## src/verilog/dipc_pkg.sv

```systemverilog
`default_nettype none
package dipc_pkg;
    localparam int ADDR_W = 4;
    localparam int DATA_W = 8;
    localparam int RATIO_W = 3;
    localparam int CNT_W = 8;

    // Register map
    localparam logic [ADDR_W-1:0] ADDR_REG_SLEEP = 4'h0;
    localparam logic [ADDR_W-1:0] ADDR_DOZE_IDLE = 4'h1;

    // Doze and idle control fields
    localparam int IDLE_SEL_BIT = 7;
    localparam int DOZE_EN_BIT = 6;
    localparam int ROI_BIT = 5;
    localparam int DOE_BIT = 4;
    localparam int RATIO_LSB = 0;

    // Regulator control fields
    localparam int REG_PM_BIT = 1;
    localparam int REG_ONE_BIT = 0;

    localparam logic [DATA_W-1:0] DATA_ZERO = 8'h00;
    localparam logic [RATIO_W-1:0] RATIO_RST = 3'h0;
    localparam logic [CNT_W-1:0] CNT_ZERO = 8'h00;
    localparam logic [CNT_W-1:0] CNT_ONE = 8'h01;
    localparam logic [CNT_W-1:0] CNT_FULL = 8'hFF;
    localparam logic [RATIO_W-1:0] RATIO_TOP = 3'h7;

    // Gray along run->idle and run->sleep; 2'b11 is illegal
    typedef enum logic [1:0] {
        DIPC_RUN = 2'h0,
        DIPC_IDLE = 2'h1,
        DIPC_SLEEP = 2'h2
    } dipc_state_t;

    typedef struct packed {
        logic idle_select;
        logic doze_enable;
        logic recover_on_interrupt;
        logic doze_on_exit;
        logic [RATIO_W-1:0] ratio;
    } dipc_doze_ctrl_t;

    // Wrap mask of the peripheral cycle counter: code n gives 1 in 2^(n+1)
    function automatic logic [CNT_W-1:0] dipc_ratio_mask(input logic [RATIO_W-1:0] ratio);
        dipc_ratio_mask = CNT_FULL >> (RATIO_TOP - ratio);
    endfunction : dipc_ratio_mask
endpackage : dipc_pkg
`default_nettype wire

```

## src/verilog/dipc_doze_div.sv

```systemverilog
`timescale 1ns/1ps
`default_nettype none
module dipc_doze_div (
    input wire logic mclk_in,
    input wire logic sys_rst_in,
    input wire logic ce_in,
    input wire logic enable_in,
    input wire logic [dipc_pkg::RATIO_W-1:0] ratio_in,
    input wire logic periph_cycle_in,
    output logic cpu_cycle_out
);
    logic [dipc_pkg::CNT_W-1:0] count_r;
    logic [dipc_pkg::CNT_W-1:0] count_nxt;
    logic cpu_cycle_r;
    logic cpu_cycle_nxt;
    wire logic [dipc_pkg::CNT_W-1:0] mask = dipc_pkg::dipc_ratio_mask(ratio_in);
    wire logic at_start = (count_r == dipc_pkg::CNT_ZERO);

    assign count_nxt = !enable_in ? dipc_pkg::CNT_ZERO :
        !periph_cycle_in ? count_r :
        ((count_r & mask) == mask) ? dipc_pkg::CNT_ZERO : count_r + dipc_pkg::CNT_ONE;
    assign cpu_cycle_nxt = periph_cycle_in && (!enable_in || at_start);
    assign cpu_cycle_out = cpu_cycle_r;

    always_ff @(posedge mclk_in) begin
        if (sys_rst_in) begin
            count_r <= dipc_pkg::CNT_ZERO;
            cpu_cycle_r <= 1'b0;
        end else if (ce_in) begin
            count_r <= count_nxt;
            cpu_cycle_r <= cpu_cycle_nxt;
        end
    end
endmodule : dipc_doze_div
`default_nettype wire

```

## src/verilog/dipc_power_control.sv

```systemverilog
// Design decisions made here: the plain strobed port and the placing of the registers.
`timescale 1ns/1ps
`default_nettype none
module dipc_power_control (
    input wire logic mclk_in,
    input wire logic sys_rst_in,
    input wire logic por_bor_rst_in,
    input wire logic ce_in,
    input wire logic [dipc_pkg::ADDR_W-1:0] addr_in,
    input wire logic [dipc_pkg::DATA_W-1:0] wr_data_in,
    input wire logic wr_en_in,
    input wire logic rd_en_in,
    output logic [dipc_pkg::DATA_W-1:0] rd_data_out,
    input wire logic sleep_exec_in,
    input wire logic isr_entry_in,
    input wire logic return_from_interrupt_in,
    input wire logic irq_pending_in,
    input wire logic wdt_timeout_in,
    input wire logic in_circuit_debug_in,
    input wire logic periph_cycle_in,
    output logic cpu_cycle_en_out,
    output logic cpu_clk_en_out,
    output logic periph_clk_en_out,
    output logic regulator_low_power_out,
    output logic wdt_rst_block_out,
    output logic [1:0] power_state_out,
    output logic wake_out
);
    dipc_pkg::dipc_state_t state_r;
    dipc_pkg::dipc_state_t state_nxt;
    dipc_pkg::dipc_doze_ctrl_t ctrl_r;
    dipc_pkg::dipc_doze_ctrl_t ctrl_nxt;
    logic regulator_power_mode_r;
    logic regulator_power_mode_nxt;
    logic [dipc_pkg::DATA_W-1:0] rd_data_r;
    logic [dipc_pkg::DATA_W-1:0] rd_data_nxt;
    logic wake_r;
    logic wake_nxt;
    logic div_cycle;

    // Bus decode
    wire logic sel_reg = (addr_in == dipc_pkg::ADDR_REG_SLEEP);
    wire logic sel_doze = (addr_in == dipc_pkg::ADDR_DOZE_IDLE);
    wire logic wr_reg = wr_en_in && sel_reg;
    wire logic wr_doze = wr_en_in && sel_doze;

    wire logic in_run = (state_r == dipc_pkg::DIPC_RUN);
    wire logic in_idle = (state_r == dipc_pkg::DIPC_IDLE);
    wire logic in_sleep = (state_r == dipc_pkg::DIPC_SLEEP);

    wire logic roi_clear = isr_entry_in && ctrl_r.recover_on_interrupt;
    wire logic doe_set = return_from_interrupt_in && ctrl_r.doze_on_exit;

    // Hardware changes win over a software write in the same cycle
    assign ctrl_nxt.doze_enable = roi_clear ? 1'b0 :
        doe_set ? 1'b1 :
        wr_doze ? wr_data_in[dipc_pkg::DOZE_EN_BIT] : ctrl_r.doze_enable;
    // idle select only written by software
    assign ctrl_nxt.idle_select = wr_doze ? wr_data_in[dipc_pkg::IDLE_SEL_BIT] : ctrl_r.idle_select;
    assign ctrl_nxt.recover_on_interrupt = wr_doze ? wr_data_in[dipc_pkg::ROI_BIT] :
        ctrl_r.recover_on_interrupt;
    assign ctrl_nxt.doze_on_exit = wr_doze ? wr_data_in[dipc_pkg::DOE_BIT] : ctrl_r.doze_on_exit;
    assign ctrl_nxt.ratio = wr_doze ?
        wr_data_in[dipc_pkg::RATIO_LSB +: dipc_pkg::RATIO_W] : ctrl_r.ratio;
    assign regulator_power_mode_nxt = wr_reg ? wr_data_in[dipc_pkg::REG_PM_BIT] :
        regulator_power_mode_r;

    // Read mux; unmapped addresses read zero
    wire logic [dipc_pkg::DATA_W-1:0] reg_view = dipc_pkg::DATA_ZERO |
        (regulator_power_mode_r << dipc_pkg::REG_PM_BIT) | (1'b1 << dipc_pkg::REG_ONE_BIT);
    wire logic [dipc_pkg::DATA_W-1:0] doze_view = {ctrl_r.idle_select, ctrl_r.doze_enable,
        ctrl_r.recover_on_interrupt, ctrl_r.doze_on_exit, 1'b0, ctrl_r.ratio};
    assign rd_data_nxt = !rd_en_in ? dipc_pkg::DATA_ZERO :
        sel_reg ? reg_view :
        sel_doze ? doze_view : dipc_pkg::DATA_ZERO;

    wire logic wake_req = irq_pending_in || wdt_timeout_in;

    always_comb begin
        state_nxt = state_r;
        unique case (state_r)
            dipc_pkg::DIPC_RUN: begin
                if (sleep_exec_in && !irq_pending_in) begin
                    state_nxt = ctrl_r.idle_select ? dipc_pkg::DIPC_IDLE : dipc_pkg::DIPC_SLEEP;
                end
            end
            dipc_pkg::DIPC_IDLE, dipc_pkg::DIPC_SLEEP: begin
                if (wake_req) begin
                    state_nxt = dipc_pkg::DIPC_RUN;
                end
            end
            default: begin
                state_nxt = dipc_pkg::DIPC_RUN;
            end
        endcase
    end
    assign wake_nxt = !in_run && wake_req;

    // reset values
    // One process for the whole struct; idle select ignores writes during system reset
    always_ff @(posedge mclk_in) begin
        if (por_bor_rst_in) begin
            ctrl_r.idle_select <= 1'b0;
        end else if (ce_in && !sys_rst_in) begin
            ctrl_r.idle_select <= ctrl_nxt.idle_select;
        end
        if (sys_rst_in || por_bor_rst_in) begin
            ctrl_r.doze_enable <= 1'b0;
            ctrl_r.recover_on_interrupt <= 1'b0;
            ctrl_r.doze_on_exit <= 1'b0;
            ctrl_r.ratio <= dipc_pkg::RATIO_RST;
            regulator_power_mode_r <= 1'b0;
            state_r <= dipc_pkg::DIPC_RUN;
            rd_data_r <= dipc_pkg::DATA_ZERO;
            wake_r <= 1'b0;
        end else if (ce_in) begin
            ctrl_r.doze_enable <= ctrl_nxt.doze_enable;
            ctrl_r.recover_on_interrupt <= ctrl_nxt.recover_on_interrupt;
            ctrl_r.doze_on_exit <= ctrl_nxt.doze_on_exit;
            ctrl_r.ratio <= ctrl_nxt.ratio;
            regulator_power_mode_r <= regulator_power_mode_nxt;
            state_r <= state_nxt;
            rd_data_r <= rd_data_nxt;
            wake_r <= wake_nxt;
        end
    end

    wire logic doze_active = ctrl_r.doze_enable && !in_circuit_debug_in;

    dipc_doze_div u_doze_div (
        .mclk_in(mclk_in),
        .sys_rst_in(sys_rst_in || por_bor_rst_in),
        .ce_in(ce_in),
        .enable_in(doze_active),
        .ratio_in(ctrl_r.ratio),
        .periph_cycle_in(periph_cycle_in),
        .cpu_cycle_out(div_cycle)
    );

    assign cpu_cycle_en_out = div_cycle && in_run;
    assign cpu_clk_en_out = in_run;
    assign periph_clk_en_out = !in_sleep;
    assign regulator_low_power_out = in_sleep && regulator_power_mode_r;
    assign wdt_rst_block_out = !in_run;
    assign power_state_out = state_r;
    assign wake_out = wake_r;
    assign rd_data_out = rd_data_r;
endmodule : dipc_power_control
`default_nettype wire

```

## config.mk

```make
export PLATFORM = sky130hd
export DESIGN_NAME = dipc_power_control
export DESIGN_NICKNAME = d
export VERILOG_FILES = /design/src/verilog/dipc_pkg.sv /design/src/verilog/dipc_doze_div.sv /design/src/verilog/dipc_power_control.sv
export SDC_FILE = /design/constraint.sdc
export NUM_CORES = 1
export LEC_CHECK = 0
export ABC_AREA = 0
export ABC_CLOCK_PERIOD_IN_PS = 2000
export BUFFER_PORTS_ARGS = -buffer_cell sky130_fd_sc_hd__buf_4
export CAP_MARGIN = 20
export CELL_PAD_IN_SITES_DETAIL_PLACEMENT = 0
export CELL_PAD_IN_SITES_GLOBAL_PLACEMENT = 1
export CORE_MARGIN = 2
export CORE_UTILIZATION = 36
export DETAILED_ROUTE_END_ITERATION = 8
export PLACE_DENSITY_LB_ADDON = 0.3
export REMOVE_ABC_BUFFERS = 1
export SYNTH_ARGS = -nofsm -noshare
export SYNTH_HDL_FRONTEND = slang
export SYNTH_SLANG_ARGS = --single-unit
```

## constraint.sdc

```tcl
create_clock -name mclk_in -period 2 [get_ports mclk_in]
set_clock_uncertainty 0.2 [all_clocks]
set_input_delay 0.2 -clock mclk_in [delete_from_list [all_inputs] [get_ports mclk_in]]
set_output_delay 0.2 -clock mclk_in [all_outputs]
set_load 0.1 [all_outputs]
```

* Yosys cells after proc, flatten, opt, wreduce, memory -nomap -nowiden
Cells that the tools add are included.
** Operators by class
- Reduce and logical (&&, ||, !) cells :: 31
- Shift operators :: 1
- Mux-type cells :: 13
- Magnitude comparators :: 0
- Divide/modulo/power cells :: 0
- Eq/ne operators :: 7
- Bitwise logic cells :: 1
- Add/subtract/negate cells :: 2
- Multiply operators :: 0
** Operators by type and width (number)
- 8-bit 2-to-1 mux :: 6
- 1-bit logical AND :: 11
- 2-bit AND reduction :: 5
- 8-bit by 1-bit adder with 8-bit output (second input constant) :: 1
- 8-bit AND :: 1
- 8-bit == test :: 1
- 8-bit zero test :: 1
- 8-bit by 3-bit right shift with 8-bit output (first input constant) :: 1
- 1-bit zero test :: 6
- 2-bit 2-to-1 mux :: 3
- 4-bit by 1-bit == test with 1-bit output (second input constant) :: 1
- 4-bit zero test :: 1
- 2-bit != test (second input constant) :: 2
- 2-bit case mux with 2 select lines :: 1
- 1-bit logical OR :: 3
- 1-bit 2-to-1 mux :: 3
- 3-bit AND reduction :: 1
- 3-bit nonzero test :: 1
- 3-bit subtractor (first input constant) :: 1
- 2-bit by 1-bit == test with 1-bit output (second input constant) :: 1
- 2-bit == test (second input constant) :: 1
- 2-bit zero test :: 1
- 2-bit by 1-bit != test with 1-bit output (second input constant) :: 1
- 2-bit OR reduction :: 1
** Word-level totals
- Output and inout bits :: 16
- Logic and storage cells :: 66
- Bits in latches :: 0
- Input bits :: 25
- Flip-flop bits (word level) :: 28
- RAM bits :: 0
- Memories :: 0
- Bits in read-only memories :: 0

* Longest topological paths before layout
- Depth after elaboration :: 7
- Depth in mapped cells :: 7
- Gate-level depth less buffers :: 7

* Hierarchy
Synthesis repeated with hierarchy kept, for this count alone.
** Unflattened totals
- Cell total of the unflattened synthesis :: 165
- Area total of the unflattened synthesis :: 1392.6 µm²
** By module, submodules not included
- dipc_power_control :: cells each 101, seq. area each 360.3 µm², area an instance 864.6 µm², times used 1
- dipc_doze_div :: cells each 64, seq. area each 180.2 µm², area an instance 528.0 µm², times used 1

* Least setup slack after synthesis
OpenSTA, ideal clock, no wires.
- Path kind :: flip-flop to flip-flop
- From :: register state_r[0] (netlist: power_state_out[0])
- To :: register state_r[1] (netlist: power_state_out[1])
- Data arrival time :: 2876 ps
- Library setup time :: 68 ps
- Cell stages (with the launch flop) :: 7
- Clock period less this slack :: 3144 ps
- Path buffers :: 0
- Data required time :: 1732 ps
- Path slack :: -1144 ps
- Cells stage by stage :: dfxtp_1 -> inv_1 -> ha_1 -> inv_1 -> nor2_1 -> mux2i_1 -> nor2_1
** Between the ends
- Elaborated cells on any way between the ends :: 8
- Those cells by class :: eq/ne (4); mux (1); reduce/logical (3)
** RTL lines
- start: declaration :: RTL line dipc_power_control.sv:29 : dipc_pkg::dipc_state_t state_r;
- start signal: assignment :: RTL line dipc_power_control.sv:113 : state_r <= dipc_pkg::DIPC_RUN;
- start signal: assignment :: RTL line dipc_power_control.sv:122 : state_r <= state_nxt;
- 2-bit zero test (*)
- net cpu_clk_en_out :: RTL line dipc_power_control.sv:22 : output logic cpu_clk_en_out,
- 2-bit by 1-bit != test with 1-bit output (no source line)
- 3-bit AND reduction (no source line)
Mark *: on every way through the listed nets, which the timed path passes. The rest lies on a longest branch.
A chain may end at the register's enable or synchronous reset.

* Final worst setup path
- From :: input addr_in[1] in the netlist's numbering
- To :: register ctrl_r[6] in the netlist's numbering
** Between the ends
- Cells in the longest elaborated chain, start to end :: 3
** RTL lines
- start: declaration :: RTL line dipc_power_control.sv:9 : input wire logic [dipc_pkg::ADDR_W-1:0] addr_in,
- 4-bit by 1-bit == test with 1-bit output :: RTL line dipc_power_control.sv:43 : wire logic sel_doze = (addr_in == dipc_pkg::ADDR_DOZE_IDLE);
- 1-bit logical AND :: RTL line dipc_power_control.sv:45 : wire logic wr_doze = wr_en_in && sel_doze;
- 2-bit AND reduction (no source line)
- end: declaration :: RTL line dipc_power_control.sv:31 : dipc_pkg::dipc_doze_ctrl_t ctrl_r;
No other way between the ends.

==> qor.yml <==
run_status: "finished clean"
buffer_ports.inserted: 38
number_of_optimization_iterations_in_the_first_detailed_route_pass: 4
synthesis.area_per_instance_um2: 8.36
dominantRegCellSynth: "sky130_fd_sc_hd__dfxtp_1"
worst_r2r_endpoint: "power_state_out[1]"
whs_path_depth: 3
dpl.hpwl_um: 2340
cts_root_buffer: "sky130_fd_sc_hd__clkbuf_8"
ios: 41
dpl_worst_slack_ns: 0.260
synth-seq-cells: 27
hold-worst-slack_ns: 0.0205
cts-htree-levels: 1
global_route.overflow_total: 0
reg2regPathDepth: 5
numCtsBuffers: 3
crit_path_end_kind: "flip-flop"
synth_compound_area_frac: 0.176
timing.final.max_slew_violations: 0
fillers: 364
hp-class: "input port to flip-flop"
timing.hold.worst.start: "rd_en_in"
achievable_freq_ghz: 0.556
cts_tree: "done"
ctsLongestPathBuffers: 2
largest_net_degree_at_the_start_of_global_routing: 22
ys_async_rst_share: 0
finalNetCount: 236
area_share_of_and_or_nand_nor_cells_after_synthesis: 0.250
post-route-cell-area_mm2: 0.00179
synth_top_family_by_area: "simple AND/OR/NAND/NOR gates"
report.final.hold_viol_count: 0
drcViolationCount: 0
die_area_mm2: 0.00420
clkSinkCount: 27
dpl_cell_area_mm2: 0.00167
route.detailed.wl_per_inst_um: 12.0
finalSetupViolCount: 0
via_count: 1234
total_wire_length_um: 3040
area_growth_pct: 34.8
die_h_um: 64.8
layoutNonFillerInstCount: 254
edff_count_synth: 0
grt_pass1_vias: 1228
synth.distinct_cells: 39
power.density_mw_per_mm2: 551
xor_xnor_fraction_of_synth_area: 0.0329
portion_of_the_post_synthesis_area_used_by_sequential_elements: 0.406
cp-start-kind: "input port"
clk_latency_ns: 0.27
die_w_um: 64.8
routability_congestion_estimate: 0.831
synth-adder-area-share: 0.0376
slew_headroom: 0.564
cap_viol_max_count: 0
cts-resized-gates: 0
p_leak_nw: 0.723
arrival_time_worst_endpoint_ns: 1.82
core-area_mm2: 0.00361
drt_iter0_drc: 34
synth.yosys.warnings: 0
setup.reg_to_reg.worst_slack_ns: 0.32
crit_fanout: 6
cells_after_dpl: 243
final_antenna_net_count: 0
vdd_drop_max_mv: 0.230
grt_first_pass_wirelength_um: 5290
avgViaCountPerCell: 4.86
worst-setup-path-type: "input port to flip-flop"
num_rows: 22
final_min_period_over_clock_period: 0.899
grt.total_usage: 0.156
setup_repair_after_global_routing_missed_its_margin: "no"
post-cts-setup-buffers: 0
n_antenna_cell: 0
initial_utilization: 0.369
postLayoutSetupSlackWorst_ns: 0.202
antenna_found_initial: 0
final_period_minus_worst_setup_slack_ns: 1.80
clkTransAtPathRegs_ns: 0.10
crit_required_ns: 2.02
synth.cell_area_mm2: 0.00133
tightestPinTransition_ns: 0.649
share_of_cell_area_taken_by_muxes_after_synthesis: 0.0536
min_delay_worst_endpoint: "rd_data_out[1]"
postSynthCellCount: 159
drive_gt1_frac: 0.248
reg_to_reg_critical_path_startpoint: "power_state_out[1]"
worst max-delay path by stage:
stage | slack, ns | cells after the start | end | startpoint
finish | 0.20 | 8 | ctrl_r[6] | addr_in[1]
global route | 0.06 | 8 | ctrl_r[6] | addr_in[1]
CTS | 0.19 | 4 | cpu_cycle_en_out | power_state_out[0]
detailed placement | 0.26 | 6 | rd_data_out[4] | addr_in[1]
global placement | 0.27 | 6 | rd_data_out[4] | addr_in[1]
floorplan | -1.16 | 6 | power_state_out[1] | power_state_out[0]
area by class of cell:
class | count | area (um2) | area share
well taps | 48 | 60.1 | 0.0335
flip-flops and latches | 27 | 541 | 0.301
multi-input cells | 119 | 736 | 0.410
clock buffers | 3 | 41.3 | 0.0230
clock inverters | 1 | 7.51 | 0.00419
inverters | 8 | 30.0 | 0.0167
repair buffers | 48 | 378 | 0.211
per-stage QoR:
step / power [mW] / setup TNS, ns / util
after floorplan: 0.614 / -5.20 / -
after global placement: 0.672 / 0 / 0.464
after detailed placement: 0.673 / 0 / 0.464
after CTS: 0.997 / 0 / 0.497
after global routing: 1.03 / 0 / 0.497
final: 0.988 / 0 / 0.497
cells by family after synthesis:
group | count (synthesis)
AOI/OAI and AO/OA | 35
other | 1
and+or+nand+nor | 67
buffers and inverters | 13
xor gates and xnor gates | 5
adders and majority gates | 4
DFF | 27
muxes | 7
worst max-delay path, cell delays in order:
cell and delay [ns]:
sky130_fd_sc_hd__buf_4 0.12, sky130_fd_sc_hd__nor3_4 0.29, sky130_fd_sc_hd__nand4_4 0.21, sky130_fd_sc_hd__buf_4 0.20, sky130_fd_sc_hd__nor2_1 0.08, sky130_fd_sc_hd__nand2_1 0.06
sky130_fd_sc_hd__a21oi_1 0.11, sky130_fd_sc_hd__dlygate4sd3_1 0.55
synthesized netlist by cell type (4+ instances only):
cell type	count	area share
sky130_fd_sc_hd__xor2_1	5	0.033
sky130_fd_sc_hd__dfxtp_1	27	0.41
sky130_fd_sc_hd__ha_1	4	0.038
sky130_fd_sc_hd__o21ai_0	4	0.015
sky130_fd_sc_hd__mux2i_1	6	0.045
sky130_fd_sc_hd__nand2_1	13	0.037
sky130_fd_sc_hd__nand3_1	4	0.015
sky130_fd_sc_hd__a21oi_1	13	0.049
sky130_fd_sc_hd__nand2b_1	4	0.019
sky130_fd_sc_hd__a22oi_1	5	0.028
sky130_fd_sc_hd__nor2_1	29	0.082
sky130_fd_sc_hd__nand4_1	5	0.024
sky130_fd_sc_hd__inv_1	8	0.023
power by group:
group | switching, mW | total (mW) | internal, mW
logic | 0.0745 | 0.129 | 0.0549
clock network | 0.177 | 0.318 | 0.141
registers | 0.00155 | 0.541 | 0.539
total | 0.253 | 0.988 | 0.735
timing repair:
| item | in CTS | in global routing |
|---|---|---|
| hold buffers | 7 | 0 |
| setup endpoints to repair | 0 | 0 |
| hold endpoints to repair | 7 | 0 |
routing by layer:
layer  part of all wire  track usage
met1               0.47        0.197
met2               0.47        0.273
met3              0.053       0.0295
met4             0.0056       0.0399
met5                  0            0
cells in the final DEF (no fill, tap or decap), types with 4 or more instances in the layout:
cell type                       Yosys  layout
sky130_fd_sc_hd__a21oi_1           13      13
sky130_fd_sc_hd__nand3_1            4       4
sky130_fd_sc_hd__inv_1              8       8
sky130_fd_sc_hd__nand2b_1           4       4
sky130_fd_sc_hd__dlygate4sd3_1      0       7
sky130_fd_sc_hd__ha_1               4       4
sky130_fd_sc_hd__nor2_1            29      29
sky130_fd_sc_hd__nand2_1           13      13
sky130_fd_sc_hd__nand4_1            5       5
sky130_fd_sc_hd__dfxtp_1           27      27
sky130_fd_sc_hd__mux2i_1            6       6
sky130_fd_sc_hd__a22oi_1            5       5
sky130_fd_sc_hd__o21ai_0            4       4
sky130_fd_sc_hd__xor2_1             5       5
sky130_fd_sc_hd__buf_4              1      41
sequential cells by signal, indices dropped and copies added (netlist names):
signal                    flops
ctrl_r                        7
regulator_power_mode_r        1
u_doze_div.count_r            8
power_state_out               2
u_doze_div.cpu_cycle_out      1
wake_out                      1
rd_data_out                   7
Note: power is estimated with default switching activity, not from simulation.
